### src/ctu_params.svh
// Constants for the charge time unit register bank.
// Assumes inclusion by ctu_pkg.sv and ctu_ctrl.sv.
`ifndef CTU_PARAMS_SVH
`define CTU_PARAMS_SVH

// ------------------------------------------------------------
// Register byte addresses
// ------------------------------------------------------------
`define CTU_ADDR_CTRL     12'h000
`define CTU_ADDR_CUR      12'h004
`define CTU_ADDR_IRQ_STAT 12'h008
`define CTU_ADDR_IRQ_EN   12'h00c
`define CTU_ADDR_IRQ_CLR  12'h010

// ------------------------------------------------------------
// Field positions of the edge timing control register
// ------------------------------------------------------------
`define CTU_B_TIME_GEN_ENABLE    12
`define CTU_B_DISCH   9
`define CTU_B_TRIG    8
`define CTU_B_E2POL   7
`define CTU_B_E2SRC_H 6
`define CTU_B_E2SRC_L 5
`define CTU_B_E1POL   4
`define CTU_B_E1SRC_H 3
`define CTU_B_E1SRC_L 2
`define CTU_B_E2FLG   1
`define CTU_B_E1FLG   0

// ------------------------------------------------------------
// Field positions of the current source control register
// ------------------------------------------------------------
`define CTU_B_TRIM_H  15
`define CTU_B_TRIM_L  10
`define CTU_B_RNG_H   9
`define CTU_B_RNG_L   8

// ------------------------------------------------------------
// Reset values and masks
// ------------------------------------------------------------
`define CTU_RST_CTRL  16'h0000
`define CTU_RST_CUR   16'h0000
`define CTU_CUR_MASK  16'hff00
`define CTU_CTRL_MASK 16'h13ff
`define CTU_IRQ_W     2

`endif

### src/ctu_pkg.sv
// Types shared by the charge time unit register bank.
// Assumes ctu_params.svh is on the include path.
`include "ctu_params.svh"
package ctu_pkg;

  // Edge source selection codes
  typedef enum logic [1:0] {
    CTU_SRC_TIMER = 2'h0,
    CTU_SRC_OC    = 2'h1,
    CTU_SRC_PIN2  = 2'h2,
    CTU_SRC_PIN1  = 2'h3
  } ctu_src_e;

  // Edge sources presented by the surrounding logic
  typedef struct packed {
    logic edge_pin_one;
    logic edge_pin_two;
    logic output_compare_one;
    logic first_timer;
  } ctu_edges_s;

  // Controls handed to the analog current source
  typedef struct packed {
    logic [5:0] current_trim;
    logic [1:0] current_range;
    logic       source_discharge;
  } ctu_analog_s;

endpackage

### src/ctu_ctrl.sv
// Charge time unit control and status register bank on APB.
// Assumes edge sources synchronous to clk_in; analog outside.
`timescale 1ns/10ps
`include "ctu_params.svh"

//  Contract
// - Trigger output follows trigger enable bit
// - Edge two polarity picks rising or falling
// - Edge two source field picks input
// - Edge one polarity picks rising or falling
// - Edge one source field picks input
// - Edge two flag sets on qualified edge
// - Edge one flag sets on qualified edge
// - Six-bit trim passed to current source
// - Two-bit range passed to current source
// - Time gen enable bit turns delay generation
module ctu_ctrl
  import ctu_pkg::*;
(
  // Clock and reset
  input  wire logic                clk_in,
  input  wire logic                srst_in,
  // APB slave
  input  wire logic                psel_in,
  input  wire logic                penable_in,
  input  wire logic                pwrite_in,
  input  wire logic [11:0]         paddr_in,
  input  wire logic [31:0]         pwdata_in,
  output logic                     pready_out,
  output logic                     pslverr_out,
  output logic      [31:0]         prdata_out,
  // Edge sources
  input  wire ctu_pkg::ctu_edges_s edges_in,
  // Analog and unit controls
  output ctu_pkg::ctu_analog_s     analog_out,
  output logic                     trigger_out,
  output logic                     time_gen_enable_out,
  // Interrupt
  output logic                     irq_out
);
  import ctu_pkg::*;

  // ----------------------------------------------------------
  // Registers
  // ----------------------------------------------------------
  logic [15:0]             edge_timing_control;
  logic [15:0]             current_source_control;
  logic [`CTU_IRQ_W-1:0]   irq_stat;
  logic [`CTU_IRQ_W-1:0]   irq_en;
  ctu_edges_s              edges_q;
  logic                    wr_en;
  logic                    rd_en;
  logic                    addr_ok;
  logic                    e1_hit;
  logic                    e2_hit;
  logic [31:0]             next_rdata;

  // Bus strobes; slave answers in the first access cycle
  assign wr_en      = psel_in & penable_in & pwrite_in;
  assign rd_en      = psel_in & ~penable_in & ~pwrite_in;
  assign pready_out = 1'b1;
  assign addr_ok    = (paddr_in == `CTU_ADDR_CTRL) |
                      (paddr_in == `CTU_ADDR_CUR) |
                      (paddr_in == `CTU_ADDR_IRQ_STAT) |
                      (paddr_in == `CTU_ADDR_IRQ_EN) |
                      (paddr_in == `CTU_ADDR_IRQ_CLR);
  assign pslverr_out = psel_in & penable_in & ~addr_ok;

  // ----------------------------------------------------------
  // Edge detection
  // ----------------------------------------------------------
  // Previous levels; tracks in reset so no false edge follows
  always_ff @(posedge clk_in)
  begin
    edges_q <= edges_in;
  end

  // Pick a source and test its transition against polarity
  function automatic logic edge_hit(input ctu_edges_s cur,
                                    input ctu_edges_s prv,
                                    input logic [1:0] sel,
                                    input logic       pol);
    logic c;
    logic p;
    c = 1'b0;
    p = 1'b0;
    case (ctu_src_e'(sel))
      CTU_SRC_PIN1:
      begin
        c = cur.edge_pin_one;
        p = prv.edge_pin_one;
      end
      CTU_SRC_PIN2:
      begin
        c = cur.edge_pin_two;
        p = prv.edge_pin_two;
      end
      CTU_SRC_OC:
      begin
        c = cur.output_compare_one;
        p = prv.output_compare_one;
      end
      default:
      begin
        c = cur.first_timer;
        p = prv.first_timer;
      end
    endcase
    return pol ? (c & ~p) : (~c & p);
  endfunction

  // Qualified events for both edges
  assign e1_hit = edge_hit(edges_in, edges_q,
    edge_timing_control[`CTU_B_E1SRC_H:`CTU_B_E1SRC_L],
    edge_timing_control[`CTU_B_E1POL]);
  assign e2_hit = edge_hit(edges_in, edges_q,
    edge_timing_control[`CTU_B_E2SRC_H:`CTU_B_E2SRC_L],
    edge_timing_control[`CTU_B_E2POL]);

  // ----------------------------------------------------------
  // Control registers
  // ----------------------------------------------------------
  // Edge timing control; an event wins over a software clear
  always_ff @(posedge clk_in)
  begin
    if (srst_in)
      edge_timing_control <= `CTU_RST_CTRL;
    else
    begin
      if (wr_en && paddr_in == `CTU_ADDR_CTRL)
        edge_timing_control <= pwdata_in[15:0] & `CTU_CTRL_MASK;
      if (e1_hit)
        edge_timing_control[`CTU_B_E1FLG] <= 1'b1;
      if (e2_hit)
        edge_timing_control[`CTU_B_E2FLG] <= 1'b1;
    end
  end

  // Current source control; low byte never stored
  always_ff @(posedge clk_in)
  begin
    if (srst_in)
      current_source_control <= `CTU_RST_CUR;
    else if (wr_en && paddr_in == `CTU_ADDR_CUR)
      current_source_control <= pwdata_in[15:0] & `CTU_CUR_MASK;
  end

  // Interrupt enable
  always_ff @(posedge clk_in)
  begin
    if (srst_in)
      irq_en <= '0;
    else if (wr_en && paddr_in == `CTU_ADDR_IRQ_EN)
      irq_en <= pwdata_in[`CTU_IRQ_W-1:0];
  end

  // Sticky interrupt status; set beats write-one clear
  always_ff @(posedge clk_in)
  begin
    if (srst_in)
      irq_stat <= '0;
    else
    begin
      if (wr_en && paddr_in == `CTU_ADDR_IRQ_CLR)
        irq_stat <= irq_stat & ~pwdata_in[`CTU_IRQ_W-1:0];
      if (e1_hit)
        irq_stat[0] <= 1'b1;
      if (e2_hit)
        irq_stat[1] <= 1'b1;
    end
  end

  // ----------------------------------------------------------
  // Read path
  // ----------------------------------------------------------
  // Read mux, unmapped and clear register read zero
  always_comb
  begin
    next_rdata = '0;
    case (paddr_in)
      `CTU_ADDR_CTRL:     next_rdata = {16'h0000, edge_timing_control};
      `CTU_ADDR_CUR:      next_rdata = {16'h0000,
                              current_source_control & `CTU_CUR_MASK};
      `CTU_ADDR_IRQ_STAT: next_rdata = 32'(irq_stat);
      `CTU_ADDR_IRQ_EN:   next_rdata = 32'(irq_en);
      default:            next_rdata = '0;
    endcase
  end

  // Read data registered in the setup cycle
  always_ff @(posedge clk_in)
  begin
    if (srst_in)
      prdata_out <= '0;
    else if (rd_en)
      prdata_out <= next_rdata;
  end

  // ----------------------------------------------------------
  // Outputs
  // ----------------------------------------------------------
  // Controls straight from register fields
  assign trigger_out = edge_timing_control[`CTU_B_TRIG];
  assign time_gen_enable_out = edge_timing_control[`CTU_B_TIME_GEN_ENABLE];
  assign analog_out.source_discharge =
    edge_timing_control[`CTU_B_DISCH];
  assign analog_out.current_trim =
    current_source_control[`CTU_B_TRIM_H:`CTU_B_TRIM_L];
  assign analog_out.current_range =
    current_source_control[`CTU_B_RNG_H:`CTU_B_RNG_L];
  assign irq_out = |(irq_stat & irq_en);

  // ----------------------------------------------------------
  // Assertions
  // ----------------------------------------------------------
  a_trig_follow: assert property (
    @(posedge clk_in) disable iff (srst_in)
    trigger_out == edge_timing_control[`CTU_B_TRIG])
    else $error("trigger output differs from enable bit");

  a_trig_write: assert property (
    @(posedge clk_in) disable iff (srst_in)
    (wr_en && paddr_in == `CTU_ADDR_CTRL) |=>
    trigger_out == $past(pwdata_in[`CTU_B_TRIG]))
    else $error("trigger output not updated");

  a_e2_rise: assert property (
    @(posedge clk_in) disable iff (srst_in)
    (edge_timing_control[`CTU_B_E2POL] &&
     edge_timing_control[`CTU_B_E2SRC_H:`CTU_B_E2SRC_L] == CTU_SRC_PIN1 &&
     $rose(edges_in.edge_pin_one)) |=> edge_timing_control[`CTU_B_E2FLG])
    else $error("rising pin one missed for edge two");

  a_e2_fall: assert property (
    @(posedge clk_in) disable iff (srst_in)
    (!edge_timing_control[`CTU_B_E2POL] &&
     edge_timing_control[`CTU_B_E2SRC_H:`CTU_B_E2SRC_L] == CTU_SRC_TIMER &&
     $fell(edges_in.first_timer)) |=> edge_timing_control[`CTU_B_E2FLG])
    else $error("falling timer missed for edge two");

  a_e2_src: assert property (
    @(posedge clk_in) disable iff (srst_in)
    (edge_timing_control[`CTU_B_E2SRC_H:`CTU_B_E2SRC_L] == CTU_SRC_OC &&
     $stable(edges_in.output_compare_one)) |-> !e2_hit)
    else $error("edge two hit from unselected source");

  a_e1_fall: assert property (
    @(posedge clk_in) disable iff (srst_in)
    (!edge_timing_control[`CTU_B_E1POL] &&
     edge_timing_control[`CTU_B_E1SRC_H:`CTU_B_E1SRC_L] == CTU_SRC_TIMER &&
     $rose(edges_in.first_timer)) |-> !e1_hit)
    else $error("edge one hit on wrong polarity");

  a_e1_src: assert property (
    @(posedge clk_in) disable iff (srst_in)
    (edge_timing_control[`CTU_B_E1SRC_H:`CTU_B_E1SRC_L] == CTU_SRC_PIN2 &&
     edge_timing_control[`CTU_B_E1POL] &&
     $rose(edges_in.edge_pin_two)) |-> e1_hit)
    else $error("edge one missed pin two");

  a_e1_rise: assert property (
    @(posedge clk_in) disable iff (srst_in)
    (edge_timing_control[`CTU_B_E1POL] &&
     edge_timing_control[`CTU_B_E1SRC_H:`CTU_B_E1SRC_L] == CTU_SRC_PIN1 &&
     $rose(edges_in.edge_pin_one)) |=> edge_timing_control[`CTU_B_E1FLG])
    else $error("rising pin one missed for edge one");

  a_quiet: assert property (
    @(posedge clk_in) disable iff (srst_in)
    $stable(edges_in) |-> !e1_hit && !e2_hit)
    else $error("edge event without any source change");

  a_e2_sticky: assert property (
    @(posedge clk_in) disable iff (srst_in)
    (edge_timing_control[`CTU_B_E2FLG] &&
     !(wr_en && paddr_in == `CTU_ADDR_CTRL))
    |=> edge_timing_control[`CTU_B_E2FLG])
    else $error("edge two flag lost");

  a_e2_flag: assert property (
    @(posedge clk_in) disable iff (srst_in)
    e2_hit |=> edge_timing_control[`CTU_B_E2FLG] && irq_stat[1])
    else $error("edge two flag not set");

  a_e1_flag: assert property (
    @(posedge clk_in) disable iff (srst_in)
    e1_hit |=> edge_timing_control[`CTU_B_E1FLG] && irq_stat[0])
    else $error("edge one flag not set");

  a_stat_clear: assert property (
    @(posedge clk_in) disable iff (srst_in)
    (wr_en && paddr_in == `CTU_ADDR_IRQ_CLR && pwdata_in[0] && !e1_hit)
    |=> !irq_stat[0])
    else $error("edge one status not cleared");

  a_trim_out: assert property (
    @(posedge clk_in) disable iff (srst_in)
    (wr_en && paddr_in == `CTU_ADDR_CUR) |=>
    analog_out.current_trim ==
      $past(pwdata_in[`CTU_B_TRIM_H:`CTU_B_TRIM_L]) &&
    analog_out.current_range ==
      $past(pwdata_in[`CTU_B_RNG_H:`CTU_B_RNG_L]))
    else $error("current controls not updated");

  a_cur_hold: assert property (
    @(posedge clk_in) disable iff (srst_in)
    !(wr_en && paddr_in == `CTU_ADDR_CUR) |=>
    $stable(analog_out.current_trim) &&
    $stable(analog_out.current_range))
    else $error("current controls moved without a write");

  a_time_gen_enable_out: assert property (
    @(posedge clk_in) disable iff (srst_in)
    (wr_en && paddr_in == `CTU_ADDR_CTRL) |=>
    time_gen_enable_out == $past(pwdata_in[`CTU_B_TIME_GEN_ENABLE]))
    else $error("time gen enable not updated");

  a_disch_out: assert property (
    @(posedge clk_in) disable iff (srst_in)
    (wr_en && paddr_in == `CTU_ADDR_CTRL) |=>
    analog_out.source_discharge == $past(pwdata_in[`CTU_B_DISCH]))
    else $error("discharge not updated");

  a_low_zero: assert property (
    @(posedge clk_in) disable iff (srst_in)
    current_source_control[`CTU_B_RNG_L-1:0] == '0)
    else $error("current register low byte set");

  a_rd_low: assert property (
    @(posedge clk_in) disable iff (srst_in)
    (rd_en && paddr_in == `CTU_ADDR_CUR) |=>
    prdata_out[`CTU_B_RNG_L-1:0] == '0)
    else $error("current register low byte read nonzero");

  // Main scenarios reached by the bench
  c_e1_event: cover property (@(posedge clk_in) disable iff (srst_in)
    e1_hit);
  c_e2_event: cover property (@(posedge clk_in) disable iff (srst_in)
    e2_hit);
  c_irq: cover property (@(posedge clk_in) disable iff (srst_in)
    $rose(irq_out));
  c_e2_fall: cover property (@(posedge clk_in) disable iff (srst_in)
    e2_hit && !edge_timing_control[`CTU_B_E2POL]);
  c_bus_err: cover property (@(posedge clk_in) disable iff (srst_in)
    pslverr_out);
endmodule

### config.mk
export PLATFORM = sky130hd
export DESIGN_NAME = ctu_ctrl
export DESIGN_NICKNAME = d
export VERILOG_FILES = /design/src/ctu_pkg.sv /design/src/ctu_ctrl.sv
export VERILOG_INCLUDE_DIRS = /design/src
export SDC_FILE = /design/constraint.sdc
export NUM_CORES = 1
export LEC_CHECK = 0
export BUFFER_PORTS_ARGS = -buffer_cell sky130_fd_sc_hd__buf_2
export CELL_PAD_IN_SITES_DETAIL_PLACEMENT = 1
export CELL_PAD_IN_SITES_GLOBAL_PLACEMENT = 2
export CORE_AREA = 2 2 94 96
export DETAILED_ROUTE_END_ITERATION = 10
export DIE_AREA = 0 0 96 98
export PLACE_DENSITY = 0.8
export SLEW_MARGIN = 20
export SYNTH_ARGS = -nofsm -noshare
export SYNTH_HDL_FRONTEND = slang
export SYNTH_SLANG_ARGS = --single-unit
### constraint.sdc
create_clock -name clk_in -period 2 [get_ports clk_in]
set_input_delay 0.1 -clock clk_in [delete_from_list [all_inputs] [get_ports clk_in]]
set_output_delay 0.1 -clock clk_in [all_outputs]
set_load 0.01 [all_outputs]
; Word level (Yosys, flattened, before mapping)
; Cells that the tools add are included.
[totals]
in_bits = 53
ff_bits = 59
latchBits = 0
word_cells = 68
rom_bits = 0
n_memories = 0
output_inout_bits = 46
mem_bits_rw = 0
[op_classes]
n_mul = 0
div = 0
bitwise_logic = 23
order_cmp = 0
mux = 13
shift = 0
n_addsub = 0
n_eq_ne = 10
reduce_logical = 10
[ops]
columns = cell, count
row1 = case mux 16 bit (4 select lines), 1
row2 = == test 12 x 4 -> 1 bit (second input constant), 2
row3 = == test 12 x 3 -> 1 bit (second input constant), 1
row4 = == test 12 x 5 -> 1 bit (second input constant), 1
row5 = zero test 12 bit, 1
row6 = case mux 1 bit (3 select lines), 4
row7 = bitwise AND 1 bit, 9
row8 = == test 2 bit (second input constant), 4
row9 = nonzero test 2 bit, 4
row10 = NOT 1 bit, 7
row11 = two-way mux 1 bit, 6
row12 = bitwise AND 2 bit, 2
row13 = == test 2 x 1 -> 1 bit (second input constant), 2
row14 = logical AND 1 bit, 4
row15 = two-way mux 2 bit, 2
row16 = OR 1 bit, 4
row17 = NOT 2 bit, 1
row18 = OR reduction 2 bit, 1

; Longest topological paths before layout
[depth]
ltp_word = 7
depth_mapped = 6
depth_no_buf = 4

; Least setup slack after synthesis
; OpenSTA, ideal clock, no wires.
[synth_timing]
path_type = reg2reg
start = register edge_timing_control[6]
end = register edge_timing_control[1]
arrival_ns = 1.735
setup_ns = 0.070
t_required_ns = 1.930
path_stages_with_launch = 6
slack_ns = 0.195
period_less_slack_ns = 1.805
n_path_buf = 1
cell_sequence = dfxtp_1 -> clkbuf_1 -> mux2_2 -> or2_2 -> mux4_2 -> a21oi_1
[synth_via]
elab_chain_len = 6
word_cells_on_any_way = 12
cone_classes = eq/ne (3) / mux (4) / bitwise (4) / reduce/logical (1)
[synth_rtl]
columns = item, line_no
row1 = "start, declared", ctu_ctrl.sv:46  ; logic [15:0] edge_timing_control;
row2 = "start signal, assigned", ctu_ctrl.sv:127  ; edge_timing_control <= `CTU_RST_CTRL;
row3 = "start signal, assigned", ctu_ctrl.sv:131  ; edge_timing_control <= pwdata_in[15:0] & `CTU_CTRL_MASK;
row4 = == test 2 x 1 -> 1 bit / == test 2 bit (equally long branches), ctu_ctrl.sv:87  ; case (ctu_src_e'(sel))
row5 = case mux 1 bit (3 select lines), ctu_ctrl.sv:87
row6 = NOT 1 bit, ctu_ctrl.sv:109  ; return pol ? (c & ~p) : (~c & p);
row7 = bitwise AND 1 bit, ctu_ctrl.sv:109
row8 = two-way mux 1 bit (*), ctu_ctrl.sv:109
row9 = two-way mux 1 bit / nonzero test 2 bit (equally long branches), n/a
; Mark *: on every way between the ends. The rest lies on a longest branch, timed or not.
; A chain may end at the register's enable or synchronous reset.

; Worst setup path after layout
; Ends and elaborated chain as after synthesis.

==> run metrics <==
adder-cell share of the synthesized area 0%; largest family of logic cells by synthesized area simple AND/OR/NAND/NOR gates; R2R setup slack 0.20 ns; TritonCTS clock tree yes; Final Hold Fails 0; drt drc 0; worst reg2reg path depth 4; fin crit period 1.80 ns; largest net degree at the start of global routing 36; cts hold-fix bufs 4; min-delay worst type in2reg; Slew Limit Headroom 65.7%; Final Cycle Share 90.2%; ANT nets after route 0; reg2reg end edge_timing_control[1]$_SDFFE_PP0P_; met1 wire length 2840 um; top cells by instance count after synthesis dfxtp_1 (43), a21oi_1 (26), nand2_1 (21); H-tree Lvls 2; fin. max-slew vios 0; vias in the first global route 1933; first-pass GRT wire length 9750 um; clock-pin slew on the worst setup and hold paths 0.08 ns; Sink Count 43; initial core utilization 24.0%; CTS Buffer Depth 2; area of the mapped netlist 2030 um2; Area Overhead vs Synth 26.8%; vias 1943; PwrDens 603 nW/um2; cts bufs inserted 5; WHS Path Cells 3; measured slew at the worst slew-check pin 0.510 ns; Compound-Gate Fraction of Synth Area 13.2%; Gate Count Post-Synth 234; critical path, cell by cell mux2_2 -> or2_2 -> mux4_2 -> a21oi_1; Crit Path Class reg2reg; CP delay by family, top multiplexers; core box area 8470 um2; Synth area leaders dfxtp_1 (42%), mux2i_1 (7.9%), buf_4 (6.7%), a21oi_1 (6.4%), nand3_1 (4.9%); worst slack at placement 0.0500 ns; Critical Path RT 2.23 ns; TritonRoute pass-1 iters 4; FF+latch count, synth 43; hold worst-path end edge_timing_control[5]$_SDFFE_PP0P_; xor-xnor portion of the synthesized cell area 0%; Detailed Route WL 6130 um; Post-synth ARST share 0%; area fraction of the dominant cell type after synthesis 42.4%; Post-CTS Resized 0; Setup violations, final 0; Port Buf Inserts 65; critical path arrival 2.03 ns; crit start category flip-flop; Cell variety after synth 33; biggest area consumer among synthesized cells dfxtp_1; CTS root buf clkbuf_8; FF-to-FF Start edge_timing_control[6]$_SDFFE_PP0P_; Buf/Inv on CP 0; Total Nets Final 357; Max FO, Critical Path 5; post-synthesis mux area share 12.9%; die width 96 um; top routing layer in use met4; routed wl met2 2890 um; Worst-Skew Late Latency 0.30 ns; Fin Setup TNS 0 ns; Simple-Gate Fraction of Synth Area 21.9%; CP Capture Type flip-flop; total gr overflow 0; met3 wire len 345 um; # rows 34; I/O Pins 99; number of synthesized flops with an enable pin 0; die height 98 um; ys flop type dfxtp_1; n_diodes 0; share of layout cells above drive strength 1 32.1%; Iteration-0 DRC Markers 59; Max-cap violations 0; postcts setup bufs 0; number of vias per cell 4.70; initial antenna violation count 0; gr usage total 13.3%; Ys Warns 0; Leak 1.02 nW; critical path's largest stage delay 0.49 ns; RSZ-0062 raised after global routing false; fill count 1038; Worst Skew 0.00359 ns; fmax 0.554 GHz; detailed placement HPWL 4560 um; full die area 9410 um2; Final WS setup 0.196 ns; VDD IR-drop max 0.266 mV; most frequent cell after synthesis dfxtp_1; status complete, no violations; register area share after synthesis 42.4%; Slowest cell on crit path mux4_2; HP Start pwdata_in[5]; global placement routability congestion 0.782; synthesized area per cell 8.68 um2; routed len/inst 14.8 um
## tightest hold or removal path, stage by stage
cell,delay (ns)
buf_2,0.08
mux2i_1,0.06
nor2_1,0.07
## per-stage QoR
step / hold WS, ns / total power [mW] / area (um2) / utilization [%] / cells
after CTS: 0.0437 / 1.58 / 2580 / 30.4 / 413
after global placement: 0.231 / 1.03 / 2450 / 29.0 / 401
after detailed placement: 0.232 / 1.03 / 2450 / 29.0 / 401
after floorplan: 0.128 / 0.985 / 2090 / - / 249
after global routing: 0.0428 / 1.63 / 2580 / 30.4 / 413
final: 0.0443 / 1.55 / 2580 / 30.4 / 413
## flip-flops by register name, summed over array words and instances (netlist names)
| register | cells |
|---|---|
| prdata_out | 16 |
| current_source_control | 8 |
| edges_q | 4 |
| edge_timing_control | 11 |
| irq_stat | 2 |
| irq_en | 2 |
## metal layers
metal / global-route usage [%] / vias up
met5: 0 / -
met4: 3.30 / 0
met3: 3.40 / 5
met2: 20.9 / 53
met1: 18.0 / 947
li1: - / 938
## power breakdown
group          switching [mW]  total, mW  internal [mW]
clock                   0.291      0.536          0.245
sequential            0.00581      0.871          0.865
combinational          0.0863      0.146         0.0597
## cells in the final DEF, fill, tap and decap left out, types with 10 or more instances in the layout
cell / Yosys / layout
o21ai_0: 13 / 13
nand2_1: 21 / 21
nor2_1: 12 / 12
nand3_1: 20 / 20
conb_1: 2 / 17
buf_4: 18 / 10
mux2i_1: 16 / 16
buf_2: 1 / 65
a21oi_1: 26 / 26
dfxtp_1: 43 / 43
## layout make-up
cell class	count	area, um2	area share [%]
timing repair buffer	80	460	17.9
multi-input combinational	174	1040	40.3
clock inverter	1	5.00	0.194
clock buffer	7	76.3	2.96
sequential	43	861	33.4
tap	108	135	5.25
## logic make-up after synthesis
kind of cell           Yosys count
buffers and inverters           32
flip-flops                      43
other                            2
AND/OR/NAND/NOR                 84
multiplexers                    23
AO/OA/AOI/OAI                   50
## worst max-delay path by stage
stage,endpoint,start,cells after the start
2_1_floorplan,edge_timing_control[1]$_SDFFE_PP0P_,edge_timing_control[6]$_SDFFE_PP0P_,5
3_3_place_gp,prdata_out[8]$_SDFFE_PP0P_,paddr_in[1],5
3_5_place_dp,prdata_out[8]$_SDFFE_PP0P_,paddr_in[1],5
4_1_cts,edge_timing_control[1]$_SDFFE_PP0P_,edge_timing_control[6]$_SDFFE_PP0P_,4
5_1_grt,irq_stat[1]$_SDFFE_PP0P_,edge_timing_control[6]$_SDFFE_PP0P_,4
6_report,edge_timing_control[1]$_SDFFE_PP0P_,edge_timing_control[6]$_SDFFE_PP0P_,4
Power figures use the tool's default switching activity.
